===== src/common/udc_defines.svh =====
`ifndef UDC_DEFINES_SVH
`define UDC_DEFINES_SVH

// counter width and bcd limits
`define UDC_CNT_W        4
`define UDC_BCD_MIN      4'h0
`define UDC_BCD_MAX      4'h9
`define UDC_BCD_ONE      4'h1
`define UDC_RST_COUNT    4'h0

// synchroniser depth for every pin input
`define UDC_SYNC_STAGES  2

// layout of the pin bundle that crosses into the counter
`define UDC_PIN_W        9
`define UDC_PIN_CLK      0
`define UDC_PIN_CE_N     1
`define UDC_PIN_DIR      2
`define UDC_PIN_LOAD     3
`define UDC_PIN_CLEAR    4
`define UDC_PIN_PRE_LO   5
`define UDC_PIN_PRE_HI   8

// synchroniser contents while in reset: every pin at its idle level, enable off
`define UDC_PIN_RST      9'h002

`endif


===== src/common/udc_pkg.sv =====
package udc_pkg;

   // what the counter does in a given cycle; priority runs clear, load, hold, then count
   typedef enum logic [2:0] {
      MODE_CLEAR,
      MODE_LOAD,
      MODE_COUNT,
      MODE_HOLD,
      MODE_IDLE
   } udc_mode_e;

   // counting direction as seen on the direction pin
   typedef enum logic {
      DIR_DOWN,
      DIR_UP
   } udc_dir_e;

   typedef logic [3:0] udc_bcd_t;

endpackage : udc_pkg


===== src/common/udc_pin_if.sv =====
`timescale 1ns/1ns
`include "udc_defines.svh"

interface udc_pin_if;
   logic [`UDC_PIN_W-1:0] raw;
   logic [`UDC_PIN_W-1:0] synced;

   modport sync_side (
      input  raw,
      output synced
   );

   modport core_side (
      output raw,
      input  synced
   );
endinterface : udc_pin_if


===== src/verilog/udc_sync.sv =====
`timescale 1ns/1ns
`include "udc_defines.svh"

module udc_sync #(
   parameter int WIDTH  = `UDC_PIN_W,
   parameter int STAGES = `UDC_SYNC_STAGES
) (
   input  wire logic     clk,
   input  wire logic     arst_n,
   input  wire logic     clk_en,
   udc_pin_if.sync_side  pins
);

   // idle pin levels, so no false enable or edge shows after reset
   localparam logic [WIDTH-1:0] RST_LVL = WIDTH'(`UDC_PIN_RST);

   // one chain of flops per pin bit; only the last stage is read
   genvar b;
   generate
      for (b = 0; b < WIDTH; b++) begin : g_bit
         logic [STAGES-1:0] chain_r;
         logic [STAGES-1:0] chain_nxt;

         // shift the pin level one stage per enabled cycle
         always_comb begin
            chain_nxt = chain_r;
            if (clk_en) begin
               chain_nxt = {chain_r[STAGES-2:0], pins.raw[b]};
            end
         end

         // register only
         always_ff @(posedge clk or negedge arst_n) begin
            if (!arst_n) begin
               chain_r <= {STAGES{RST_LVL[b]}};
            end else begin
               chain_r <= chain_nxt;
            end
         end

         assign pins.synced[b] = chain_r[STAGES-1];
      end
   endgenerate

endmodule : udc_sync


===== src/verilog/udc_counter.sv =====
`timescale 1ns/1ns
`include "udc_defines.svh"

module udc_counter #(
   parameter int CNT_W = `UDC_CNT_W
) (
   input  wire logic             SYS_CLK,
   input  wire logic             ARST_N,
   input  wire logic             CLK_EN,
   input  wire logic             COUNT_CLOCK,
   input  wire logic             COUNT_ENABLE_N,
   input  wire logic             COUNT_DIRECTION,
   input  wire logic             PARALLEL_LOAD,
   input  wire logic [CNT_W-1:0] PRESET_VALUE,
   input  wire logic             MASTER_CLEAR,
   output logic      [CNT_W-1:0] COUNT_VALUE,
   output logic                  TERMINAL_COUNT_N
);

   // pin bundle between the pads and the counting core
   udc_pin_if pins ();

   // gather every pin into one vector for the synchroniser
   assign pins.raw[`UDC_PIN_CLK]                        = COUNT_CLOCK;
   assign pins.raw[`UDC_PIN_CE_N]                       = COUNT_ENABLE_N;
   assign pins.raw[`UDC_PIN_DIR]                        = COUNT_DIRECTION;
   assign pins.raw[`UDC_PIN_LOAD]                       = PARALLEL_LOAD;
   assign pins.raw[`UDC_PIN_CLEAR]                      = MASTER_CLEAR;
   assign pins.raw[`UDC_PIN_PRE_HI:`UDC_PIN_PRE_LO]     = PRESET_VALUE;

   // two flops on every pin before any logic sees it
   udc_sync #(
      .WIDTH  (`UDC_PIN_W),
      .STAGES (`UDC_SYNC_STAGES)
   ) u_sync (
      .clk    (SYS_CLK),
      .arst_n (ARST_N),
      .clk_en (CLK_EN),
      .pins   (pins.sync_side)
   );

   // synchronised pin levels
   logic                  count_clock_s;
   logic                  count_enable_n_s;
   udc_pkg::udc_dir_e     count_direction_s;
   logic                  parallel_load_s;
   logic                  master_clear_s;
   logic [CNT_W-1:0]      preset_value_s;

   assign count_clock_s     = pins.synced[`UDC_PIN_CLK];
   assign count_enable_n_s  = pins.synced[`UDC_PIN_CE_N];
   assign count_direction_s = udc_pkg::udc_dir_e'(pins.synced[`UDC_PIN_DIR]);
   assign parallel_load_s   = pins.synced[`UDC_PIN_LOAD];
   assign master_clear_s    = pins.synced[`UDC_PIN_CLEAR];
   assign preset_value_s    = pins.synced[`UDC_PIN_PRE_HI:`UDC_PIN_PRE_LO];

   // state
   logic                  clk_prev_r;
   logic                  clk_prev_nxt;
   logic [CNT_W-1:0]      count_r;
   logic [CNT_W-1:0]      count_nxt;
   logic                  tc_n_r;
   logic                  tc_n_nxt;
   udc_pkg::udc_mode_e    mode_r;
   udc_pkg::udc_mode_e    mode_nxt;

   // combinational helpers
   logic                  clk_rise;
   logic [CNT_W-1:0]      count_step;

   // rising edge of the count clock, seen on the synchronised copy
   assign clk_rise = count_clock_s & ~clk_prev_r;

   // next bcd value in the selected direction, wrapping nine and zero
   function automatic logic [CNT_W-1:0] bcd_step(
      input logic [CNT_W-1:0] cur,
      input udc_pkg::udc_dir_e dir
   );
      logic [CNT_W-1:0] res;
      res = cur;
      if (dir == udc_pkg::DIR_UP) begin
         // codes above nine fall back to zero as well
         if (cur >= `UDC_BCD_MAX) begin
            res = `UDC_BCD_MIN;
         end else begin
            res = cur + `UDC_BCD_ONE;
         end
      end else begin
         if (cur == `UDC_BCD_MIN) begin
            res = `UDC_BCD_MAX;
         end else begin
            res = cur - `UDC_BCD_ONE;
         end
      end
      return res;
   endfunction : bcd_step

   assign count_step = bcd_step(count_r, count_direction_s);

   // pick this cycle's action: clear beats load beats counting
   always_comb begin
      mode_nxt = udc_pkg::MODE_IDLE;
      if (master_clear_s) begin
         mode_nxt = udc_pkg::MODE_CLEAR;
      end else if (parallel_load_s) begin
         mode_nxt = udc_pkg::MODE_LOAD;
      end else if (count_enable_n_s) begin
         mode_nxt = udc_pkg::MODE_HOLD;
      end else if (clk_rise) begin
         mode_nxt = udc_pkg::MODE_COUNT;
      end
   end

   // next count value from the chosen action
   always_comb begin
      count_nxt = count_r;
      case (mode_nxt)
         udc_pkg::MODE_CLEAR: begin
            count_nxt = `UDC_RST_COUNT;
         end
         udc_pkg::MODE_LOAD: begin
            count_nxt = preset_value_s;
         end
         udc_pkg::MODE_COUNT: begin
            count_nxt = count_step;
         end
         udc_pkg::MODE_HOLD: begin
            count_nxt = count_r;
         end
         default: begin
            count_nxt = count_r;
         end
      endcase
   end

   // terminal count follows the new count and the current control levels
   always_comb begin
      tc_n_nxt = 1'b1;
      if (!count_enable_n_s) begin
         if (count_direction_s == udc_pkg::DIR_UP) begin
            tc_n_nxt = (count_nxt != `UDC_BCD_MAX);
         end else begin
            tc_n_nxt = (count_nxt != `UDC_BCD_MIN);
         end
      end
   end

   // edge memory keeps tracking the pin even while loading or cleared,
   // so a clock left high during a load gives no spurious count after it
   always_comb begin
      clk_prev_nxt = count_clock_s;
   end

   // register only; everything freezes while the clock enable is low
   always_ff @(posedge SYS_CLK or negedge ARST_N) begin
      if (!ARST_N) begin
         count_r    <= `UDC_RST_COUNT;
         tc_n_r     <= 1'b1;
         clk_prev_r <= 1'b0;
         mode_r     <= udc_pkg::MODE_IDLE;
      end else if (CLK_EN) begin
         count_r    <= count_nxt;
         tc_n_r     <= tc_n_nxt;
         clk_prev_r <= clk_prev_nxt;
         mode_r     <= mode_nxt;
      end
   end

   // outputs straight from flops
   assign COUNT_VALUE      = count_r;
   assign TERMINAL_COUNT_N = tc_n_r;

endmodule : udc_counter


===== config.mk =====
export PLATFORM = sky130hd
export DESIGN_NAME = udc_counter
export DESIGN_NICKNAME = d
export VERILOG_FILES = /design/src/common/udc_pkg.sv /design/src/common/udc_pin_if.sv /design/src/verilog/udc_sync.sv /design/src/verilog/udc_counter.sv
export VERILOG_INCLUDE_DIRS = /design/src /design/src/common
export SDC_FILE = /design/constraint.sdc
export NUM_CORES = 1
export LEC_CHECK = 0
export BUFFER_PORTS_ARGS = -buffer_cell sky130_fd_sc_hd__buf_4
export CAP_MARGIN = 15
export CORE_ASPECT_RATIO = 1.1
export CORE_MARGIN = 2
export CORE_UTILIZATION = 45
export DETAILED_ROUTE_END_ITERATION = 8
export GPL_TIMING_DRIVEN = 0
export SYNTH_ARGS = -nofsm -noshare
export SYNTH_HDL_FRONTEND = slang
export SYNTH_SLANG_ARGS = --single-unit

===== constraint.sdc =====
create_clock -name SYS_CLK -period 2.5 [get_ports SYS_CLK]
set_clock_uncertainty 0.05 [all_clocks]
set_input_delay 0 -clock SYS_CLK [delete_from_list [all_inputs] [get_ports SYS_CLK]]
set_output_delay 0 -clock SYS_CLK [all_outputs]
set_load 0.02 [all_outputs]

# [Word level (Yosys, flattened, before mapping)]
# Cells that the tools add are included.
# Widths: inputs -> output; s select.
[classes] add_sub_neg=2 order_cmp=1 eq_ne=3 muxes=10 n_bitwise=2 reduce_logical=3
[op_table] cell="$mux 3" count=4
[op_table] cell="$mux 4" count=3
[op_table] cell="$pmux 4 s3" count=1
[op_table] cell="$add 4x1->4 const B" count=1
[op_table] cell="$ge 4x4->1 const B" count=1
[op_table] cell="$logic_not 4->1" count=1
[op_table] cell="$ne 4x4->1 const B" count=1
[op_table] cell="$reduce_bool 4->1" count=1
[op_table] cell="$sub 4x1->4 const B" count=1
[op_table] cell="$eq 3x1->1 const B" count=1
[op_table] cell="$eq 3x2->1 const B" count=1
[op_table] cell="$logic_not 3->1" count=1
[op_table] cell="$mux 1" count=2
[op_table] cell="$and 1x1->1" count=1
[op_table] cell="$not 1->1" count=1
[totals] reg_bits=24 input_bits=12 out_inout_bits=5 wordCells=33

# [Longest topological paths before layout]
# Gate-level depths: netlist of run 1.
[logic_depth] word_depth=11 mapped_depth=8

# [Modules after synthesis]
# A second synthesis of run 1 with hierarchy kept.
[unflattened] cells_unflattened=118 hier_area_um2=1346.3
[modules_own_cells] module="udc_sync" n_inst=1 cells_each=47 area_each_um2=792.0 seq_area_each_um2=452.9
[modules_own_cells] module="udc_counter" n_inst=1 cells_each=71 area_each_um2=554.3 seq_area_each_um2=151.4

# [Worst setup path after synthesis of run 1]
# No wires, ideal clock.
[synth_path] path_type="register to register" startpoint="register count_r[0] (netlist: COUNT_VALUE[0])" endpoint="register tc_n_r (netlist: TERMINAL_COUNT_N)" setup_time_ns=0.099 arrival_time_ns=2.102 slack_ns=0.249 stages_incl_launch_ff=9 cell_sequence="dfrtp_1 inv_1 ha_1 or3b_4 o211ai_2 o211ai_2 a221oi_2 mux2i_1 a41oi_1"
[synth_via] elab_chain_cells=7 word_cells_on_any_way=12 cone_classes="add/sub (2); order compare (1); eq/ne (1); mux (6); reduce/logical (2)"
[synth_rtl] item="from (decl)" line_no="udc_counter.sv:60" rtl="logic [CNT_W-1:0] count_r;"
[synth_rtl] item="from (signal assigned)" line_no="udc_counter.sv:157" rtl="count_r <= `UDC_RST_COUNT;"
[synth_rtl] item="from (signal assigned)" line_no="udc_counter.sv:162" rtl="count_r <= count_nxt;"
[synth_rtl] item="$sub 4x1->4 (no line) (tied with other cells)"
[synth_rtl] item="$mux 4 (on tied branches)" line_no="udc_counter.sv:89, udc_counter.sv:83"
[synth_rtl] item="$mux 4" line_no="udc_counter.sv:81" rtl="if (dir == udc_pkg::DIR_UP) begin"
[synth_rtl] item="$pmux 4 s3 *" line_no="udc_counter.sv:117" rtl="case (mode_nxt)"
[synth_rtl] item="$ne 4x4->1 (no line) / $reduce_bool 4->1 (equally long branches)"
[synth_rtl] item="$mux 1 *" line_no="udc_counter.sv:140" rtl="if (count_direction_s == udc_pkg::DIR_UP) begin"
[synth_rtl] item="$mux 1 *" line_no="udc_counter.sv:139" rtl="if (!count_enable_n_s) begin"
[synth_rtl] item="to (signal assigned)" line_no="udc_counter.sv:163" rtl="tc_n_r <= tc_n_nxt;"
[synth_rtl] item="to (decl)" line_no="udc_counter.sv:62" rtl="logic tc_n_r;"
# Mark *: on every way between the ends. The rest lies on a longest branch, timed or not.
# A chain may end at the register's enable or synchronous reset.

# [Worst setup path after layout of run 1]
[layout_path] startpoint="register count_r[1] (netlist: COUNT_VALUE[1])" endpoint="register tc_n_r (netlist: TERMINAL_COUNT_N)"
# The elaborated chain is that of the path after synthesis.

==> flow_metrics.env, run 1 <==
export IMPL_grt_max_degree=25
export IMPL_slew_limit_headroom_pct=64.0
export IMPL_slew_violations=0
export IMPL_synth_seq_cells=24
export IMPL_cts_tree="done"
export IMPL_rows=20
export IMPL_yosysUniqueCellTypes=39
export IMPL_place_gp_congestion=0.880
export IMPL_cp_start_kind="register"
export IMPL_cts_clk_slew_worst_paths_ns=0.13
export IMPL_hold_class="in -> async"
export IMPL_worst_pin_slew_ns=0.539
export IMPL_core_area_um2=2730
export IMPL_max_freq_ghz=0.432
export IMPL_postSynthCellCount=118
export IMPL_worstReg2RegStart="COUNT_VALUE[1]"
export IMPL_synth_area_um2=1280
export IMPL_fin_nets=167
export IMPL_clock_latency_ns=0.30
export IMPL_r2r_cells=8
export IMPL_drtAntennaViolNets=0
export IMPL_drive_above_1_share_pct=35.1
export IMPL_vias_per_cell=5.37
export IMPL_clockBufferDepth=2
export IMPL_cts_root_buf="clkbuf_4"
export IMPL_drc=0
export IMPL_io_pins=17
export IMPL_crit_fanout=8
export IMPL_ctsHtreeMaxLevel=1
export IMPL_crit_chain="inv_1, ha_2, or3b_4, o211ai_2, o211ai_2, a221oi_2, mux2i_1, a41oi_1"
export IMPL_criticalPathCategory="reg -> reg"
export IMPL_power_density_nw_per_um2=670
export IMPL_clock_sinks=24
export IMPL_synth_net_count=133
export IMPL_yosys_most_used_dff="dfrtp_1"
export IMPL_io_buffers=16
export IMPL_crit_required_ns=2.67
export IMPL_ys_seq_area_share_pct=47.3
export IMPL_die_w_um=54.8
export IMPL_drtIter0Drc=28
export IMPL_finalSetupViolCount=0
export IMPL_fp_dieH_um=59.9
export IMPL_antenna_found_initial=0
export IMPL_grt_use_total_pct=18.5
export IMPL_synth_top_area_share_pct=41.1
export IMPL_placed_cells=167
export IMPL_max_cap_viol_count=0
export IMPL_fin_crit_ns=2.32
export IMPL_cp_slowest_stage_delay_ns=0.49
export IMPL_p_leak_nw=0.688
export IMPL_numCtsBuffers=3
export IMPL_total_power_w=0.00108
export IMPL_syn_avg_cell_area_um2=10.8
export IMPL_num_antenna_cells=0
export IMPL_start_util_pct=46.8
export IMPL_worst_path_max_delay_cell="dfrtp_2"
export IMPL_hold_viol=0
export IMPL_tns_ns=0
export IMPL_die_area_um2=3280
export IMPL_syn2layout_area_growth_pct=26.2
export IMPL_wl_mm=2.54
export IMPL_dp_hpwl_mm=1.77
export IMPL_vias=988
export IMPL_cp_common_cell="o211ai_2"
export IMPL_yosys_top_cells_area="dfrtp_1 41%, mux2_2 13%, dfstp_2 6.2%, nand2_1 3.2%, o21ai_0 3.1%"
export IMPL_drtPass1Iterations=4
export IMPL_async_flop_share_pct=100
export IMPL_synth_edf_count=0
export IMPL_period_share_pct=92.7
export IMPL_grt_pass1_wl_mm=4.39
export IMPL_rsz0062_at_grt="false"
export IMPL_outcome="completed"
export IMPL_instances_no_fill=184
export IMPL_endpoint_kind="register"
export IMPL_cp_arrival_ns=2.49
export IMPL_yosysTopAreaCell="dfrtp_1"
export IMPL_grt_overflow_total=0
export IMPL_detail_route_wl_per_cell_um=13.8
export IMPL_yosys_warnings=0
export IMPL_vdd_drop_max_mv=0.424
export IMPL_setup_worst_path_start="COUNT_VALUE[1]"
export IMPL_first_global_vias=1001
==> cell usage in the layout (no fill, tap or decap), drive strengths merged, types with 2 or more instances in the layout <==
master and count:
mux2 15, dlygate4sd3 11, clkbuf 8, nor3b 2
inv 9, or4b 2, o211ai 4, ha 3
o31ai 2, buf 21, dfrtp 21, or3b 2
dfstp 3, a221oi 2, o21ai 8, nor2 7
nand2 11, a21oi 4
==> report_power, final <==
part | leakage [nW] | internal, W | switching [W]
sequential | 0.280 | 0.000450 | 0.0000490
combinational | 0.386 | 0.000189 | 0.000192
clock | 0.0210 | 0.0000888 | 0.000110
total | 0.688 | 0.000728 | 0.000352
==> area by class of cell <==
class                      count  area [um2]
fill                         236        1120
multi-input combinational     78         614
sequential                    24         607
timing repair buffer          29         245
tap                           33        41.3
clock buffer                   4        36.3
buffer                         7        33.8
inverter                       9        33.8
==> cells in the mapped netlist (all sizes together) (3+ instances only) <==
cell type   n
dfrtp      21
clkbuf      4
inv         9
nor2        7
a21oi       4
ha          3
o21ai       8
mux2       15
buf         3
o211ai      4
nand2      11
dfstp       3
==> registers in the layout, indices dropped and copies added, names as in the netlist <==
signal,cells
COUNT_VALUE,4
TERMINAL_COUNT_N,1
clk_prev_r,1
u_sync.g_bit.chain_r,18
==> per-layer routing <==
metal / wire length [um] / vias up / track usage (%)
met5: 0 / - / 0
met4: 19 / 0 / 9.64
met3: 58 / 2 / 1.50
li1: - / 494 / -
met1: 1160 / 478 / 25.2
met2: 1300 / 14 / 29.1
==> metrics by stage <==
step / util [%] / area (um2) / hold slack, ns / setup slack, ns
floorplan: - / 1280 / -0.346 / 0.249
finish: 59.1 / 1610 / 0.0594 / 0.184
detailed placement: 52.8 / 1440 / -0.134 / 0.0614
global placement: 52.8 / 1440 / -0.142 / 0.0949
global route: 59.1 / 1610 / 0.0552 / 0.0200
CTS: 58.1 / 1590 / 0.0559 / 0.0476
==> logic make-up after synthesis <==
group | Yosys count | share of synthesized area, %
AOI/OAI and AO/OA | 30 | 17.3
adders and majority gates | 3 | 2.94
buffers and inverters | 16 | 5.29
DFF | 24 | 47.3
muxes | 16 | 14.0
and+or+nand+nor | 29 | 13.1
==> worst max-delay path, delay by kind of cell (launching register included) <==
family                   cells  cell delay (ns)
flip-flops                   1             0.49
AO/OA/AOI/OAI                4             0.73
buffers and inverters        1             0.10
adder cells (fa/ha/maj)      1             0.23
multiplexers                 1             0.23
AND/OR/NAND/NOR              1             0.40
==> repair_timing <==
action | CTS | global route
endpoints found under the setup margin | 0 | 1
hold endpoints to repair | 34 | 0
hold buffers | 11 | 0
buffers inserted | 0 | 2
gates resized for setup | 0 | 4
==> path summary, 6_finish.rpt <==
kind	to	slack (ns)
setup / recovery	TERMINAL_COUNT_N	0.18
hold / removal	u_sync.g_bit[6].chain_r[1]	0.06
setup reg to reg	TERMINAL_COUNT_N	0.18
hold reg to reg	u_sync.g_bit[8].chain_r[1]	0.45
max in group asynchronous	TERMINAL_COUNT_N	2.05
min in group SYS_CLK	u_sync.g_bit[3].chain_r[0]	0.40
Power figures use the tool's default switching activity.
==> run 2, diff against run 1 <==
--- a/config.mk
+++ b/config.mk
@@ -6,6 +6,7 @@
 export SDC_FILE = /design/constraint.sdc
 export NUM_CORES = 1
 export LEC_CHECK = 0
+export ABC_AREA = 1
 export BUFFER_PORTS_ARGS = -buffer_cell sky130_fd_sc_hd__buf_4
 export CAP_MARGIN = 15
 export CORE_ASPECT_RATIO = 1.1
==> run 2 against run 1 <==
- combinational power down 13%
- worst setup slack improved by 0.51 ns
- synthesized cell count increased by 51%
- non-clock buffer count down 4
- largest cell class is now registers
- flip-flop and latch count did not move
- sequential power is 2% lower
- area after synthesis up 1.8%
- critical path type unchanged
- sequential share of layout area grew 0.17 points
- cell count up 32%
==> flow_metrics.env, run 2 <==
export IMPL_cp_start_kind="register"
export IMPL_vias=1179
export IMPL_vdd_drop_max_mv=0.423
export IMPL_rsz0062_at_grt="false"
export IMPL_start_util_pct=47.2
export IMPL_grt_pass1_wl_mm=4.77
export IMPL_rows=20
export IMPL_clockBufferDepth=2
export IMPL_drive_above_1_share_pct=16.3
export IMPL_multiInputGateArea_um2=587
export IMPL_grt_max_degree=25
export IMPL_postSynthCellCount=178
export IMPL_antenna_found_initial=0
export IMPL_async_flop_share_pct=100
export IMPL_grt_use_total_pct=18.2
export IMPL_regMostFlops="u_sync.g_bit.chain_r"
export IMPL_period_share_pct=72.3
export IMPL_final_cell_mix="70 x nand2_1, 21 x dfrtp_1, 19 x inv_1, 16 x buf_4, 14 x o21ai_0"
export IMPL_hold_class="in -> async"
export IMPL_detail_route_wl_per_cell_um=11.4
export IMPL_criticalPathCategory="reg -> reg"
export IMPL_io_buffers=16
export IMPL_numCtsBuffers=3
export IMPL_place_area_um2=1460
export IMPL_cp_slowest_stage_delay_ns=0.52
export IMPL_endpoint_kind="register"
export IMPL_ys_seq_area_share_pct=46.5
export IMPL_fin_crit_ns=1.81
export IMPL_ctsHtreeMaxLevel=1
export IMPL_post_cts_buffers=0
export IMPL_syn_avg_cell_area_um2=7.30
export IMPL_die_area_um2=3340
export IMPL_cts_tree="done"
export IMPL_power_density_nw_per_um2=623
export IMPL_vias_per_cell=4.87
export IMPL_drc=0
export IMPL_cts_clk_slew_worst_paths_ns=0.13
export IMPL_fin_util_pct=58.0
export IMPL_cp_common_cell="nand2_1"
export IMPL_synth_net_count=193
export IMPL_clock_sinks=24
export IMPL_crit_buf_inv=3
export IMPL_worst_path_max_delay_cell="dfrtp_1"
export IMPL_core_area_um2=2750
export IMPL_yosysMostFrequentCell="nand2_1"
export IMPL_yosys_warnings=0
export IMPL_setup_worst_path_start="COUNT_VALUE[0]"
export IMPL_place_gp_congestion=0.881
export IMPL_crit_family="simple AND/OR/NAND/NOR gates"
export IMPL_yosys_top_cells_area="dfrtp_1 40%, nand2_1 20%, dfstp_2 6.1%, inv_1 5.5%, o21ai_0 5.4%"
export IMPL_yosys_top_cells_count="70 x nand2_1, 21 x dfrtp_1, 19 x inv_1, 14 x o21ai_0, 13 x nor2_1"
export IMPL_synth_area_um2=1300
export IMPL_first_global_vias=1162
export IMPL_syn2layout_area_growth_pct=22.9
export IMPL_instances_no_fill=242
export IMPL_drtPass1Iterations=5
export IMPL_cts_resized=0
export IMPL_fillers=263
export IMPL_fin_area_um2=1600
export IMPL_outcome="completed"
export IMPL_dp_hpwl_mm=1.98
export IMPL_largest_reg_flops=18
export IMPL_num_antenna_cells=0
export IMPL_placed_cells=227
export IMPL_fp_dieH_um=60.4
export IMPL_cts_root_buf="clkbuf_4"
export IMPL_final_common_cell="nand2_1"
export IMPL_p_leak_nw=0.819
export IMPL_crit_required_ns=2.72
export IMPL_finalSetupViolCount=0
export IMPL_tns_ns=0
export IMPL_worst_pin_slew_ns=0.457
export IMPL_max_cap_viol_count=0
export IMPL_crit_chain="inv_1, ha_1, nand3_1, nand2_1, nand2_1, clkinv_1, nand2_1, nand4_1, nor2_2, nand3_1, nand2_1, inv_1"
export IMPL_crit_fanout=7
export IMPL_fin_nets=225
export IMPL_synth_top_area_share_pct=40.4
export IMPL_hold_buffers=11
export IMPL_clock_latency_ns=0.31
export IMPL_die_w_um=55.2
export IMPL_yosys_most_used_dff="dfrtp_1"
export IMPL_synth_edf_count=0
export IMPL_worstReg2RegStart="COUNT_VALUE[0]"
export IMPL_synth_seq_cells=24
export IMPL_yosysUniqueCellTypes=22
export IMPL_slew_violations=0
export IMPL_io_pins=17
export IMPL_wl_mm=2.75
export IMPL_slew_limit_headroom_pct=69.5
export IMPL_max_freq_ghz=0.553
export IMPL_drtIter0Drc=38
export IMPL_cp_arrival_ns=2.03
export IMPL_yosysTopAreaCell="dfrtp_1"
export IMPL_grt_overflow_total=0
export IMPL_register_area_um2=604
export IMPL_drtAntennaViolNets=0
export IMPL_hold_viol=0
run 2: changes by cell type in the layout (fill, tap and decap cells not counted), moves of 3 or more:
cell	delta
nand2_1	+59
mux2_2	-15
nand3_1	+11
inv_1	+10
nor2_1	+6
o21ai_0	+6
a21oi_1	-3
nand2_2	+3
nand4_1	+3
run 2: kinds of logic after synthesis:
logic type	Yosys count	share of synthesized area, %
AO/OA/AOI/OAI	18	7.70
adder cells (fa/ha/maj)	3	2.89
buffers and inverters	27	8.37
flip-flops	24	46.5
AND/OR/NAND/NOR	106	34.6
run 2: power breakdown:
group	leakage, nW	switching (W)	total [W]	internal (W)
logic	0.513	0.000197	0.000332	0.000135
clock network	0.0150	0.000112	0.000174	0.0000622
registers	0.291	0.0000462	0.000488	0.000442
total	0.819	0.000355	0.000995	0.000640
run 2: stage by stage:
step,power [W],hold WS [ns],worst slack [ns]
CTS,0.00100,0.0595,0.662
global placement,0.000804,-0.139,0.721
finish,0.000995,0.0480,0.692
floorplan,0.000710,-0.346,0.787
global route,0.00107,0.0701,0.517
detailed placement,0.000816,-0.132,0.679
run 2: routing by layer:
| layer | track usage (%) | part of all wire [%] | vias up |
|---|---|---|---|
| met1 | 21.2 | 46 | 536 |
| met4 | 9.76 | 1.1 | 0 |
| met3 | 2.56 | 2.8 | 4 |
| met2 | 33.2 | 50 | 23 |
| met5 | 0 | 0 | - |
| li1 | - | - | 616 |
run 2: path summary, 6_finish.rpt:
check | endpoint | slack [ns] | cells past startpoint
max | TERMINAL_COUNT_N | 0.69 | 12
min | u_sync.g_bit[6].chain_r[0] | 0.05 | 2
max reg2reg | TERMINAL_COUNT_N | 0.69 | 12
min reg2reg | u_sync.g_bit[1].chain_r[0] | 0.43 | 2
max in group asynchronous | u_sync.g_bit[1].chain_r[0] | 2.05 | 2
min in group SYS_CLK | u_sync.g_bit[0].chain_r[0] | 0.37 | 4
run 2: layout make-up:
type,instances,share of cell area (%)
Sequential cell,24,37.8
Timing Repair Buffer,27,14.4
Clock buffer,4,1.64
Buffer,5,1.64
Inverter,22,5.17
Multi-Input combinational cell,127,36.7
Tap cell,33,2.58
